**config.mk**
```make
export PLATFORM = sky130hd
export DESIGN_NAME = t0_apdu_card
export DESIGN_NICKNAME = d
export VERILOG_FILES = /design/src/t0_apdu_pkg.sv /design/src/t0_case2_pace.sv /design/src/t0_apdu_card.sv
export SDC_FILE = /design/constraint.sdc
export NUM_CORES = 1
export LEC_CHECK = 0
export BUFFER_PORTS_ARGS = -buffer_cell sky130_fd_sc_hd__buf_2
export CAP_MARGIN = 15
export CORE_AREA = 2 2 134 136
export CTS_CLUSTER_SIZE = 40
export DETAILED_ROUTE_END_ITERATION = 6
export DIE_AREA = 0 0 136 138
export HOLD_SLACK_MARGIN = 0.06
export PLACE_DENSITY_LB_ADDON = 0.25
export SYNTH_ARGS = -nofsm -noshare
export SYNTH_HDL_FRONTEND = slang
export SYNTH_HIERARCHICAL = 1
export SYNTH_SLANG_ARGS = --single-unit
```
**constraint.sdc**
```tcl
create_clock -name mclk -period 16.01 [get_ports mclk]
set_input_delay 0.8005 -clock mclk [delete_from_list [all_inputs] [get_ports mclk]]
set_output_delay 0.8005 -clock mclk [all_outputs]
set_load 0.02 [all_outputs]
```
**src/t0_apdu_pkg.sv**
```systemverilog
/*
  shared types and constants for the card-side command sequencer
  assumes: byte-wide character link handled elsewhere (framing, parity)
*/
package t0_apdu_pkg;

  localparam logic [7:0] SW1_MORE     = 8'h61;
  localparam logic [7:0] SW1_WRONG_LE = 8'h6C;
  localparam logic [7:0] SW1_OK       = 8'h90;
  localparam logic [7:0] SW2_OK       = 8'h00;
  localparam logic [7:0] SW1_WARN     = 8'h62;
  localparam logic [7:0] INS_GET_RESP = 8'hC0;
  localparam logic [7:0] ACK_NONE     = 8'h00;

  typedef enum logic [1:0] {
    CASE_1,
    CASE_2,
    CASE_3,
    CASE_4
  } apdu_case_e;

  typedef struct packed {
    logic [7:0] cla;
    logic [7:0] ins;
    logic [7:0] p1;
    logic [7:0] p2;
    logic [7:0] p3;
  } hdr_s;

  typedef struct packed {
    logic [7:0] sw1;
    logic [7:0] sw2;
  } sw_s;

  typedef struct packed {
    logic       has_cmd_data;
    logic       has_resp_data;
  } cmd_class_s;

endpackage

```
**src/t0_case2_pace.sv**
```systemverilog
/*
  decides the reply to a case 2 style header from Le and available length
  assumes: avail is the length the application holds, buf_max the card buffer limit
*/
`timescale 1ns/1ps
module t0_case2_pace (
  input  wire logic                  fault,
  input  wire logic [7:0]            le,
  input  wire logic [8:0]            avail,
  input  wire logic [7:0]            buf_max,
  input  wire t0_apdu_pkg::sw_s      err_sw,
  output logic                       send_data,
  output logic [7:0]                 send_len,
  output t0_apdu_pkg::sw_s           trailer
);

  wire le_zero  = (le == 8'h00);
  wire le_over  = ({1'b0, le} > avail);
  wire le_under = ({1'b0, le} < avail);
  wire buf_short = ({1'b0, buf_max} < avail);
  wire [7:0] avail_b = (avail > 9'h0FF) ? 8'hFF : avail[7:0];
  wire [8:0] rest    = avail - {1'b0, le};
  wire [7:0] rest_b  = (rest > 9'h0FF) ? 8'h00 : rest[7:0];

  always_comb begin
    send_data = 1'b0;
    send_len  = 8'h00;
    trailer   = err_sw;
    if (fault || avail == 9'h000) begin
      trailer = err_sw;
    end else if (le_zero || le_over) begin
      trailer = '{sw1: t0_apdu_pkg::SW1_WRONG_LE, sw2: avail_b};
    end else if (le_under) begin
      send_data = 1'b1;
      send_len  = le;
      trailer   = '{sw1: t0_apdu_pkg::SW1_MORE, sw2: rest_b};
    end else if (buf_short) begin
      trailer = '{sw1: t0_apdu_pkg::SW1_MORE, sw2: buf_max};
    end else begin
      send_data = 1'b1;
      send_len  = le;
      trailer   = '{sw1: t0_apdu_pkg::SW1_OK, sw2: t0_apdu_pkg::SW2_OK};
    end
  end

endmodule

```
**src/t0_apdu_card.sv**
```systemverilog
/*
  card-side transport sequencer for character-oriented APDU exchange:
  takes headers and command data bytes, hands commands to the application,
  and returns response data and the two-byte trailer or procedure bytes.
  assumes: link layer delivers whole bytes with valid strobes and accepts
  bytes with ready; application answers each command with done/ok/avail.
*/
// Functional notes
// terminal swallows 61/6C, never forwards them
// other status ends terminal command
// case 4 warnings keep terminal going
// status always describes latest command
// case 1 header carries P3 zero
// P3 zero: pick case 1 or 2
// case 2 returns data then status
// terminal maps data and status unchanged
// case 3 Lc is 1 to 255
// terminal sends data after procedure byte
// case 3 status after all data
// terminal drops Le from case 4
// case 4 data answered by 61xx
// terminal GET RESPONSE P3 at most xx
// case 4 warning leads GET RESPONSE zero
// case 4 GET RESPONSE handled as case 2
// terminal resends header on 6Cxx
// 61/6C only for case 2 and 4
// Le zero or too big gives 6C
// Le equal returns data then status; code answers 61 with BUF_MAX and no data when avail exceeds BUF_MAX
// Le short returns data then 61xx
// case 4 gives 61xx or error
// terminal classifies answer by first byte
`timescale 1ns/1ps
module t0_apdu_card #(
  parameter int          HDR_BYTES = 5,
  parameter logic [7:0]  BUF_MAX   = 8'hFF
) (
  input  wire logic                    mclk,
  input  wire logic                    sys_rst,
  input  wire logic [7:0]              rx_byte,
  input  wire logic                    rx_valid,
  output logic [7:0]                   tx_byte,
  output logic                         tx_valid,
  input  wire logic                    tx_ready,
  output t0_apdu_pkg::hdr_s            cmd_hdr,
  output logic                         cmd_start,
  output logic [7:0]                   cmd_data,
  output logic                         cmd_data_valid,
  input  wire t0_apdu_pkg::cmd_class_s cmd_class,
  input  wire logic                    app_done,
  input  wire logic                    app_ok,
  input  wire t0_apdu_pkg::sw_s        app_sw,
  input  wire logic [8:0]              app_avail,
  input  wire logic [7:0]              app_rd_data,
  output logic [7:0]                   app_rd_addr
);

  typedef enum logic [3:0] {
    ST_HDR,
    ST_CLASSIFY,
    ST_ACK,
    ST_DATA_IN,
    ST_WAIT_APP,
    ST_DECIDE,
    ST_ACK_OUT,
    ST_DATA_OUT,
    ST_SW1,
    ST_SW2
  } state_e;

  state_e                 state_r, state_nxt;
  t0_apdu_pkg::hdr_s      hdr_r;
  logic [2:0]             hcnt_r;
  logic [7:0]             dcnt_r;
  logic [8:0]             pend_r;
  logic [7:0]             pend_off_r;
  logic                   c4_pending_r;
  t0_apdu_pkg::apdu_case_e case_r;
  t0_apdu_pkg::sw_s       sw_r;
  logic [7:0]             out_len_r;
  logic                   app_ok_r;
  t0_apdu_pkg::sw_s       app_sw_r;

  function automatic t0_apdu_pkg::sw_s non_ok(input t0_apdu_pkg::sw_s s);
    // an error slot must never carry the normal-completion code
    if (s.sw1 == t0_apdu_pkg::SW1_OK && s.sw2 == t0_apdu_pkg::SW2_OK)
      non_ok = '{sw1: t0_apdu_pkg::SW1_WARN, sw2: 8'h00};
    else
      non_ok = s;
  endfunction

  wire is_get_resp = (hdr_r.ins == t0_apdu_pkg::INS_GET_RESP);
  wire hdr_last    = rx_valid && (hcnt_r == 3'(HDR_BYTES - 1));
  wire data_last   = rx_valid && (dcnt_r == hdr_r.p3 - 8'h01);
  wire tx_fire     = tx_valid && tx_ready;
  // P3 zero with no response data declared means case 1, else case 2 wants all
  wire p3_zero     = (hdr_r.p3 == 8'h00);
  wire wants_data  = cmd_class.has_cmd_data && !p3_zero;

  wire                    pace_send;
  wire [7:0]              pace_len;
  t0_apdu_pkg::sw_s       pace_sw;

  t0_case2_pace u_pace (
    .fault     (!app_ok_r),
    .le        (hdr_r.p3),
    .avail     (is_get_resp ? pend_r : app_avail),
    .buf_max   (BUF_MAX),
    .err_sw    (non_ok(app_sw_r)),
    .send_data (pace_send),
    .send_len  (pace_len),
    .trailer   (pace_sw)
  );

  always_comb begin
    state_nxt = state_r;
    unique case (state_r)
      ST_HDR:      if (hdr_last) state_nxt = ST_CLASSIFY;
      ST_CLASSIFY: begin
        if (is_get_resp)
          state_nxt = ST_DECIDE;
        else if (wants_data)
          state_nxt = ST_ACK;
        else
          state_nxt = ST_WAIT_APP;
      end
      ST_ACK:      if (tx_fire) state_nxt = ST_DATA_IN;
      ST_DATA_IN:  if (data_last) state_nxt = ST_WAIT_APP;
      ST_WAIT_APP: if (app_done) state_nxt = ST_DECIDE;
      ST_DECIDE:   state_nxt = (case_r == t0_apdu_pkg::CASE_2 && pace_send) ?
                               ST_ACK_OUT : ST_SW1;
      ST_ACK_OUT:  if (tx_fire) state_nxt = ST_DATA_OUT;
      ST_DATA_OUT: if (tx_fire && dcnt_r == out_len_r - 8'h01) state_nxt = ST_SW1;
      ST_SW1:      if (tx_fire) state_nxt = ST_SW2;
      ST_SW2:      if (tx_fire) state_nxt = ST_HDR;
    endcase
  end

  always_ff @(posedge mclk) begin
    if (sys_rst) begin
      state_r <= ST_HDR;
    end else begin
      state_r <= state_nxt;
    end
  end

  always_ff @(posedge mclk) begin
    if (sys_rst) begin
      hdr_r  <= '0;
      hcnt_r <= 3'h0;
    end else if (state_r == ST_HDR && rx_valid) begin
      hdr_r  <= {hdr_r[31:0], rx_byte};
      hcnt_r <= hdr_last ? 3'h0 : hcnt_r + 3'h1;
    end
  end

  always_ff @(posedge mclk) begin
    if (sys_rst) begin
      case_r <= t0_apdu_pkg::CASE_1;
    end else if (state_r == ST_CLASSIFY) begin
      if (is_get_resp)
        case_r <= t0_apdu_pkg::CASE_2;
      else if (wants_data)
        case_r <= cmd_class.has_resp_data ? t0_apdu_pkg::CASE_4 : t0_apdu_pkg::CASE_3;
      else if (cmd_class.has_resp_data)
        case_r <= t0_apdu_pkg::CASE_2;
      else
        case_r <= t0_apdu_pkg::CASE_1;
    end
  end

  always_ff @(posedge mclk) begin
    if (sys_rst) begin
      dcnt_r <= 8'h00;
    end else if (state_r == ST_DECIDE || state_r == ST_CLASSIFY) begin
      dcnt_r <= 8'h00;
    end else if ((state_r == ST_DATA_IN && rx_valid) || (state_r == ST_DATA_OUT && tx_fire)) begin
      dcnt_r <= dcnt_r + 8'h01;
    end
  end

  always_ff @(posedge mclk) begin
    if (sys_rst) begin
      app_ok_r <= 1'b0;
      app_sw_r <= '0;
    end else if (state_r == ST_WAIT_APP && app_done) begin
      app_ok_r <= app_ok;
      app_sw_r <= app_sw;
    end else if (state_r == ST_CLASSIFY && is_get_resp) begin
      // retrieval proceeds only when something is left to fetch
      app_ok_r <= c4_pending_r;
      app_sw_r <= '{sw1: 8'h6F, sw2: 8'h00};
    end
  end

  // decide the trailer; status always belongs to the command just taken
  always_ff @(posedge mclk) begin
    if (sys_rst) begin
      sw_r         <= '0;
      out_len_r    <= 8'h00;
      pend_r       <= 9'h000;
      pend_off_r   <= 8'h00;
      c4_pending_r <= 1'b0;
    end else if (state_r == ST_DECIDE) begin
      out_len_r <= pace_len;
      unique case (case_r)
        t0_apdu_pkg::CASE_1, t0_apdu_pkg::CASE_3: begin
          sw_r         <= app_sw_r;
          c4_pending_r <= 1'b0;
        end
        t0_apdu_pkg::CASE_4: begin
          if (app_ok_r && app_avail != 9'h000) begin
            sw_r <= '{sw1: t0_apdu_pkg::SW1_MORE,
                      sw2: (app_avail > 9'h0FF) ? 8'h00 : app_avail[7:0]};
            pend_r       <= app_avail;
            pend_off_r   <= 8'h00;
            c4_pending_r <= 1'b1;
          end else begin
            sw_r         <= non_ok(app_sw_r);
            c4_pending_r <= 1'b0;
          end
        end
        t0_apdu_pkg::CASE_2: begin
          sw_r <= pace_sw;
          if (!is_get_resp) begin
            pend_r     <= app_avail;
            pend_off_r <= 8'h00;
          end
          if (pace_send) begin
            pend_r     <= (is_get_resp ? pend_r : app_avail) - {1'b0, pace_len};
            pend_off_r <= (is_get_resp ? pend_off_r : 8'h00) + pace_len;
          end
          // a 61 with no data sent still leaves the whole run to fetch
          c4_pending_r <= (pace_sw.sw1 == t0_apdu_pkg::SW1_MORE);
        end
      endcase
    end
  end

  // data leaves before status; read address walks the pending window
  assign app_rd_addr = pend_off_r - out_len_r + dcnt_r;

  always_comb begin
    tx_valid = 1'b0;
    tx_byte  = 8'h00;
    unique case (state_r)
      ST_ACK, ST_ACK_OUT: begin
        tx_valid = 1'b1;
        tx_byte  = hdr_r.ins;
      end
      ST_DATA_OUT: begin
        tx_valid = 1'b1;
        tx_byte  = app_rd_data;
      end
      ST_SW1: begin
        tx_valid = 1'b1;
        tx_byte  = sw_r.sw1;
      end
      ST_SW2: begin
        tx_valid = 1'b1;
        tx_byte  = sw_r.sw2;
      end
      default: begin
        tx_valid = 1'b0;
        tx_byte  = t0_apdu_pkg::ACK_NONE;
      end
    endcase
  end

  always_ff @(posedge mclk) begin
    if (sys_rst) begin
      cmd_start      <= 1'b0;
      cmd_data_valid <= 1'b0;
      cmd_data       <= 8'h00;
      cmd_hdr        <= '0;
    end else begin
      cmd_start      <= (state_r == ST_CLASSIFY) && !is_get_resp;
      cmd_data_valid <= (state_r == ST_DATA_IN) && rx_valid;
      if (state_r == ST_DATA_IN && rx_valid)
        cmd_data <= rx_byte;
      if (state_r == ST_CLASSIFY)
        cmd_hdr <= hdr_r;
    end
  end
endmodule

```
==> reports/qor.yml, run 1 <==
combinationalPowerShare_pct: 19.2
timing_hold_violations_final: 0
post_cts_resize_count: 0
switching_power_uw: 369
synth_sequential_area_ratio_pct: 34.3
synth_ff_type: "sky130_fd_sc_hd__dfxtp_1"
worst_hold_path.endpoint: "cmd_hdr[7]$_SDFFE_PP0P_"
layout.filler_cells: 1630
edff_count_synth: 0
r2r_slack_ns: 9.40
placedCellCount: 1566
layout.nets: 1459
die_y_um: 138
highest_ir_drop_seen_on_vdd_v: 0.0000890
min_path_type: "reg -> reg"
dp_hpwl_um: 20400
final_layout_size_suffix_gt1_share_pct: 13.8
detailed_route_wire_length_um: 28600
max_cap_violations: 0
seq_area_um2: 3320
critical_path.endpoint_type: "register"
holdWs_ns: 0.451
dr.pass1.iters: 5
io-pin-count: 116
min_period_over_period_pct: 41.3
period_minus_slack_ns: 6.61
timing.rr.start: "hdr_r[24]$_SDFFE_PP0P_"
avgRoutedWirePerCell_um: 17.9
status: "completed"
layout.cell_area.non_filler_um2: 11000
report.final.slew_viol_count: 0
hold_buffers: 0
drc: 0
power.share.sequential_pct: 41.6
setup-tns-final_ns: 0
layout-area-overhead-vs-synth_pct: 13.9
worst-r2r-cell-count: 22
cp_data_required_time_ns: 16.32
gpl.final_weighted_congestion: 0.986
antenna_cells_inserted: 0
grt_setup_unrepaired: "false"
holdCritStartpoint: "cmd_hdr[7]$_SDFFE_PP0P_"
overflow: 0
power.share.clock_pct: 39.2
arrival_ns: 6.92
number_of_clock_sinks: 166
placed_cell_area_um2: 10400
timing_worst_slew_pin_value_ns: 0.998
filler_free_cell_count_of_the_finished_design: 1598
clockBufferDepth: 2
max_slew_margin_pct: 33.5
synth.avg_cell_area_um2: 7.61
cellInternalPower_uw: 717
synth-seq-cells: 166
multiInputGateArea_um2: 5830
worst_setup_hold_path_clk_slew_ns: 0.07
worstHoldPathCells: 2
syn-cell-area_um2: 9690
initial_core_util_pct: 55.2
cts_htree_levels: 4
setup.worst_path.start_class: "register"
achievable-frequency_mhz: 151
ys_async_sr_fraction_pct: 0
postCtsSetupBuffers: 0
grt_util_all_layers_pct: 30.6
clk_root_buffer_cell: "sky130_fd_sc_hd__clkbuf_16"
number_of_rows_in_the_core_area: 49
design.die.area_um2: 18800
p_leak_uw: 0.00434
dr_total_vias: 9604
timing.final.setup_violations: 0
drt_first_iter_violations: 1011
critical_path.reg2reg.endpoint: "pend_r[8]$_SDFFE_PP0P_"
grt_start_max_net_pins: 99
fin_skew_ns: 0.0125
power_per_cell_area_nw_per_um2: 98.5
postSynthCellCount: 1273
sw_frac_of_total_pct: 34.0
dieWidth_um: 136
clk-insertion-delay-late_ns: 0.44
detail_route.vias_per_cell: 6.01
timing.setup.critical_path_class: "reg -> reg"
grt_pass1_wl_um: 45500
tritoncts.num_buffers: 17
number_of_global_route_vias_before_repair: 8869
tritoncts: "built"
synth.yosys.warnings: 6
port_buffers: 115
drt.antenna.violating_nets: 0
core_area_um2: 17500
post_synth_num_cell_types: 83
crit_fanout: 29
antenna_found_initial: 0
-- layer usage --
metal	track usage [%]	part of all wire, %	vias to the layer above	routed length (µm)
li1	-	-	4596	-
met1	41.3	43	4537	12300
met2	47.9	46	399	13300
met3	6.09	7.2	72	2050
met4	12.6	3.3	0	939
met5	0	0	-	0
-- logic make-up after synthesis --
kind of cell | after synthesis | synth area share, %
compound gates | 350 | 23.3
xor+xnor | 47 | 4.44
fa+ha+maj | 54 | 7.75
buf+inv | 156 | 6.32
flops | 166 | 34.3
mux | 13 | 1.43
other cells | 1 | 0.0387
simple gates | 486 | 22.4
-- Yosys cell counts, drive strengths merged (5+ instances only) --
cell    instances  share of area (%)
a211oi         11               0.85
a21boi          5               0.39
a21o            8               0.62
a21oi         140                7.3
a221oi         20                1.8
a22o            8               0.72
a22oi          32                2.5
a31oi           8               0.52
and2           14               0.90
and3            5               0.32
buf            13               0.77
clkbuf         67                2.6
dfxtp         166                 34
fa             10                2.1
ha             44                5.7
inv            74                2.9
mux2i           9               0.93
nand2         247                9.6
nand2b          8               0.52
nand3          24                1.2
nand4           6               0.54
nor2          105                4.1
nor2b           8               0.52
nor3           30                1.5
nor4           12               0.93
o211ai          5               0.44
o21a            8               0.62
o21ai          60                3.1
o221a           7               0.81
o22ai           5               0.32
or3             7               0.50
or4             7               0.62
xnor2          36                3.4
xor2           11               0.99
-- worst max path at each step --
stage | slack, ns | start | depth (start not counted) | to
detailed placement | 9.53 | hdr_r[24]$_SDFFE_PP0P_ | 22 | pend_r[8]$_SDFFE_PP0P_
global route | 9.04 | hdr_r[25]$_SDFFE_PP0P_ | 22 | pend_r[8]$_SDFFE_PP0P_
finish | 9.40 | hdr_r[24]$_SDFFE_PP0P_ | 22 | pend_r[8]$_SDFFE_PP0P_
global placement | 9.72 | hdr_r[24]$_SDFFE_PP0P_ | 22 | pend_r[8]$_SDFFE_PP0P_
floorplan | 10.50 | hdr_r[24]$_SDFFE_PP0P_ | 23 | pend_r[8]$_SDFFE_PP0P_
CTS | 9.48 | hdr_r[24]$_SDFFE_PP0P_ | 22 | pend_r[8]$_SDFFE_PP0P_
-- registers in the layout, indices dropped and copies added, names as in the netlist --
name	cells
app_sw_r	16
dcnt_r	8
cmd_data_valid	1
state_r	4
case_r	2
hcnt_r	3
pend_off_r	8
app_ok_r	1
hdr_r	40
c4_pending_r	1
sw_r	16
pend_r	9
cmd_start	1
cmd_data	8
out_len_r	8
cmd_hdr	40
-- cells in the final DEF (no fill, tap or decap), types with 9 or more instances in the layout --
master                      instances
sky130_fd_sc_hd__ha_1              44
sky130_fd_sc_hd__nor3_1            28
sky130_fd_sc_hd__xnor2_1           35
sky130_fd_sc_hd__dfxtp_1          166
sky130_fd_sc_hd__conb_1            16
sky130_fd_sc_hd__inv_1             74
sky130_fd_sc_hd__xor2_1            11
sky130_fd_sc_hd__buf_2            114
sky130_fd_sc_hd__a211oi_1          11
sky130_fd_sc_hd__nor2_1           105
sky130_fd_sc_hd__o21ai_0           52
sky130_fd_sc_hd__buf_4             15
sky130_fd_sc_hd__a21oi_1          139
sky130_fd_sc_hd__nor4_1            10
sky130_fd_sc_hd__clkbuf_16         17
sky130_fd_sc_hd__a22oi_1           32
sky130_fd_sc_hd__mux2i_1            9
sky130_fd_sc_hd__nand2_1          247
sky130_fd_sc_hd__a221oi_1          20
sky130_fd_sc_hd__fa_1              10
sky130_fd_sc_hd__and2_1            14
sky130_fd_sc_hd__nand3_1           24
-- worst max-delay path, cell delays in order, from the launching register on --
cell,delay (ns)
sky130_fd_sc_hd__dfxtp_1,0.34
sky130_fd_sc_hd__or4_1,0.56
sky130_fd_sc_hd__or4_1,0.42
sky130_fd_sc_hd__buf_4,0.26
sky130_fd_sc_hd__nand2_1,0.13
sky130_fd_sc_hd__nand2_1,0.21
sky130_fd_sc_hd__ha_1,0.37
sky130_fd_sc_hd__nor2b_1,0.20
sky130_fd_sc_hd__o31a_1,0.22
sky130_fd_sc_hd__o211a_1,0.26
sky130_fd_sc_hd__o211ai_2,0.18
sky130_fd_sc_hd__a21oi_2,0.76
sky130_fd_sc_hd__and2_1,0.30
sky130_fd_sc_hd__ha_1,0.19
sky130_fd_sc_hd__inv_1,0.06
sky130_fd_sc_hd__fa_1,0.41
sky130_fd_sc_hd__a21o_1,0.17
sky130_fd_sc_hd__a21oi_1,0.24
sky130_fd_sc_hd__o21ai_0,0.12
sky130_fd_sc_hd__a311o_1,0.40
sky130_fd_sc_hd__a21oi_1,0.16
sky130_fd_sc_hd__o22ai_1,0.11
sky130_fd_sc_hd__a2111oi_0,0.39
-- through the flow --
step | utilization [%] | power [µW] | worst slack [ns]
global placement | 59.4 | 662 | 9.72
floorplan | - | 601 | 10.50
CTS | 62.9 | 1090 | 9.48
detailed placement | 59.4 | 664 | 9.53
finish | 62.9 | 1090 | 9.40
global route | 62.9 | 1130 | 9.04
-- power groups by stage --
stage / Sequential [µW] / Clock [µW] / Combinational, µW
CTS: 450 / 430 / 205
detailed placement: 460 / 0 / 204
global route: 453 / 447 / 228
finish: 451 / 426 / 209
global placement: 459 / 0 / 203
floorplan: 447 / 0 / 154
-- layout make-up --
class	instances	share of cell area, %
clock buffers	17	3.86
clock inverters	15	1.77
inverters	76	2.59
multi-input cells	966	52.9
flip-flops and latches	166	30.1
well taps	229	2.60
repair buffers	129	6.19
No activity file was read; power rests on OpenSTA's default activity.
==> run 2, diff against run 1 <==
==> constraint.sdc (replaced) <==
create_clock -name mclk -period 6.6 [get_ports mclk]
set_input_delay 0.33 -clock mclk [delete_from_list [all_inputs] [get_ports mclk]]
set_output_delay 0.33 -clock mclk [all_outputs]
set_load 0.02 [all_outputs]
==> run 2 against run 1 <==
Against the previous run: wire length decreased by 0.12%; power increased by 140%; critical endpoint unchanged; maximum frequency increased by 11%; core utilization about the same; highest routed layer unchanged; first-iteration DRC count decreased by 22%; non-clock buffer count increased by 3; clock skew decreased by 0.0046 ns; die area unchanged; count of clock-buffer cells in the layout unchanged; cell area about the same.
==> reports/qor.yml, run 2 (synthesized netlist as in run 1, its figures left out) <==
status: "completed"
multiInputGateArea_um2: 5830
timing.setup.critical_path_class: "reg -> reg"
tritoncts.num_buffers: 17
arrival_ns: 6.27
max_slew_margin_pct: 39.0
number_of_rows_in_the_core_area: 49
setup.worst_path.start_class: "register"
highest_ir_drop_seen_on_vdd_v: 0.000186
number_of_global_route_vias_before_repair: 8657
worst_setup_hold_path_clk_slew_ns: 0.07
grt_start_max_net_pins: 87
core_area_um2: 17500
hold_buffers: 0
cellInternalPower_uw: 1700
combinationalPowerShare_pct: 19.2
final_layout_size_suffix_gt1_share_pct: 14.1
drc: 0
grt_util_all_layers_pct: 30.7
layout.nets: 1462
die_y_um: 138
setup-tns-final_ns: 0
placed_cell_area_um2: 10400
cp_data_required_time_ns: 6.91
switching_power_uw: 896
achievable-frequency_mhz: 168
min_path_type: "in -> reg"
p_leak_uw: 0.00434
detail_route.vias_per_cell: 5.96
max_cap_violations: 0
power.share.clock_pct: 38.5
avgRoutedWirePerCell_um: 17.8
initial_core_util_pct: 55.2
crit_fanout: 18
antenna_cells_inserted: 0
layout-area-overhead-vs-synth_pct: 13.8
gpl.final_weighted_congestion: 0.982
port_buffers: 115
antenna_found_initial: 0
layout.filler_cells: 1613
tritoncts: "built"
design.die.area_um2: 18800
timing_hold_violations_final: 0
layout.cells.most_common_list: "247 x sky130_fd_sc_hd__nand2_1, 166 x sky130_fd_sc_hd__dfxtp_1, 139 x sky130_fd_sc_hd__a21oi_1, 115 x sky130_fd_sc_hd__buf_2, 105 x sky130_fd_sc_hd__nor2_1"
timing_worst_slew_pin_value_ns: 0.915
fin_skew_ns: 0.00793
dr_total_vias: 9537
period_minus_slack_ns: 5.96
report.final.slew_viol_count: 0
drt.antenna.violating_nets: 0
min_period_over_period_pct: 90.3
timing.final.setup_violations: 0
dieWidth_um: 136
mostFrequentLayoutCell: "sky130_fd_sc_hd__nand2_1"
cts_htree_levels: 4
grt_pass1_wl_um: 45700
clk_root_buffer_cell: "sky130_fd_sc_hd__clkbuf_16"
drt_first_iter_violations: 786
dr.pass1.iters: 5
power_per_cell_area_nw_per_um2: 235
io-pin-count: 116
number_of_clock_sinks: 166
layout.cell_area.non_filler_um2: 11000
overflow: 0
dp_hpwl_um: 20400
clockBufferDepth: 2
seq_area_um2: 3320
detailed_route_wire_length_um: 28500
power.share.sequential_pct: 42.3
grt_setup_unrepaired: "false"
reg_top3: "cmd_hdr x40, hdr_r x40"
critical_path.endpoint_type: "register"
sw_frac_of_total_pct: 34.5
clk-insertion-delay-late_ns: 0.44
-- run 2: changes by cell type in the layout (fill, tap and decap cells not counted), sizes merged --
cell,previous run,this run
buf,129,132
bufinv,1,0
clkinv,8,7
clkinvlp,0,1
inv,82,83
-- run 2: critical path: stages, from the launching register on --
cell and delay (ns):
sky130_fd_sc_hd__dfxtp_1 0.34, sky130_fd_sc_hd__or4_1 0.57, sky130_fd_sc_hd__or4_4 0.57, sky130_fd_sc_hd__nand2_1 0.14
sky130_fd_sc_hd__nand2_1 0.16, sky130_fd_sc_hd__ha_1 0.41, sky130_fd_sc_hd__o21a_1 0.13, sky130_fd_sc_hd__o31a_1 0.20
sky130_fd_sc_hd__o211a_1 0.28, sky130_fd_sc_hd__o211ai_2 0.17, sky130_fd_sc_hd__a21oi_2 0.26, sky130_fd_sc_hd__buf_4 0.23
sky130_fd_sc_hd__and2_1 0.19, sky130_fd_sc_hd__inv_1 0.12, sky130_fd_sc_hd__fa_1 0.47, sky130_fd_sc_hd__a21o_1 0.17
sky130_fd_sc_hd__a21oi_1 0.25, sky130_fd_sc_hd__o21ai_0 0.12, sky130_fd_sc_hd__a311o_1 0.40, sky130_fd_sc_hd__a21oi_1 0.15
sky130_fd_sc_hd__o22ai_1 0.10, sky130_fd_sc_hd__a2111oi_0 0.39
-- run 2: final cells by class --
| class | instances | share of cell area (%) |
|---|---|---|
| clock inverter | 15 | 1.59 |
| tap | 229 | 2.60 |
| sequential | 166 | 30.1 |
| multi-input combinational | 966 | 52.9 |
| inverter | 76 | 2.59 |
| clock buffer | 17 | 3.86 |
| timing repair buffer | 132 | 6.38 |
-- run 2: final timing paths --
| path | from | endpoint | slack, ns | depth (start not counted) |
|---|---|---|---|---|
| setup / recovery | hdr_r[24]$_SDFFE_PP0P_ | pend_r[8]$_SDFFE_PP0P_ | 0.64 | 21 |
| hold / removal | app_sw[2] | app_sw_r[2]$_SDFFE_PP0P_ | 0.14 | 3 |
| setup reg to reg | hdr_r[24]$_SDFFE_PP0P_ | pend_r[8]$_SDFFE_PP0P_ | 0.64 | 21 |
| hold reg to reg | cmd_hdr[0]$_SDFFE_PP0P_ | cmd_hdr[0]$_SDFFE_PP0P_ | 0.45 | 2 |
-- run 2: stage by stage --
step | util (%) | setup slack (ns) | total power, µW | hold slack, ns | instances
after global routing | 62.9 | 0.242 | 2700 | 0.138 | 1601
after detailed placement | 59.4 | 0.477 | 1610 | 0.443 | 1568
after global placement | 59.4 | 0.634 | 1600 | 0.441 | 1568
after floorplan | - | 1.09 | 1460 | 0.432 | 1288
after CTS | 62.8 | 0.460 | 2600 | 0.130 | 1600
final | 62.9 | 0.643 | 2600 | 0.140 | 1601
-- run 2: metal layers --
metal | part of all wire [%] | routed length, µm | track usage, %
met3 | 7.1 | 2020 | 5.76
met5 | 0 | 0 | 0
met2 | 46 | 13100 | 47.9
met4 | 3.0 | 847 | 10.9
met1 | 44 | 12500 | 42.4
-- run 2: power by group through the flow --
stage               Clock [µW]  Combinational [µW]  Sequential (µW)
floorplan                    0                 374             1080
global placement             0                 485             1120
detailed placement           0                 487             1120
CTS                       1010                 490             1090
global route              1050                 551             1100
finish                     999                 500             1100
-- run 2: repair_timing --
| action | 4_1_cts | 5_1_grt |
|---|---|---|
| setup endpoints to repair | 0 | 1 |
| buffers inserted | 0 | 0 |
| resized for setup | 0 | 1 |
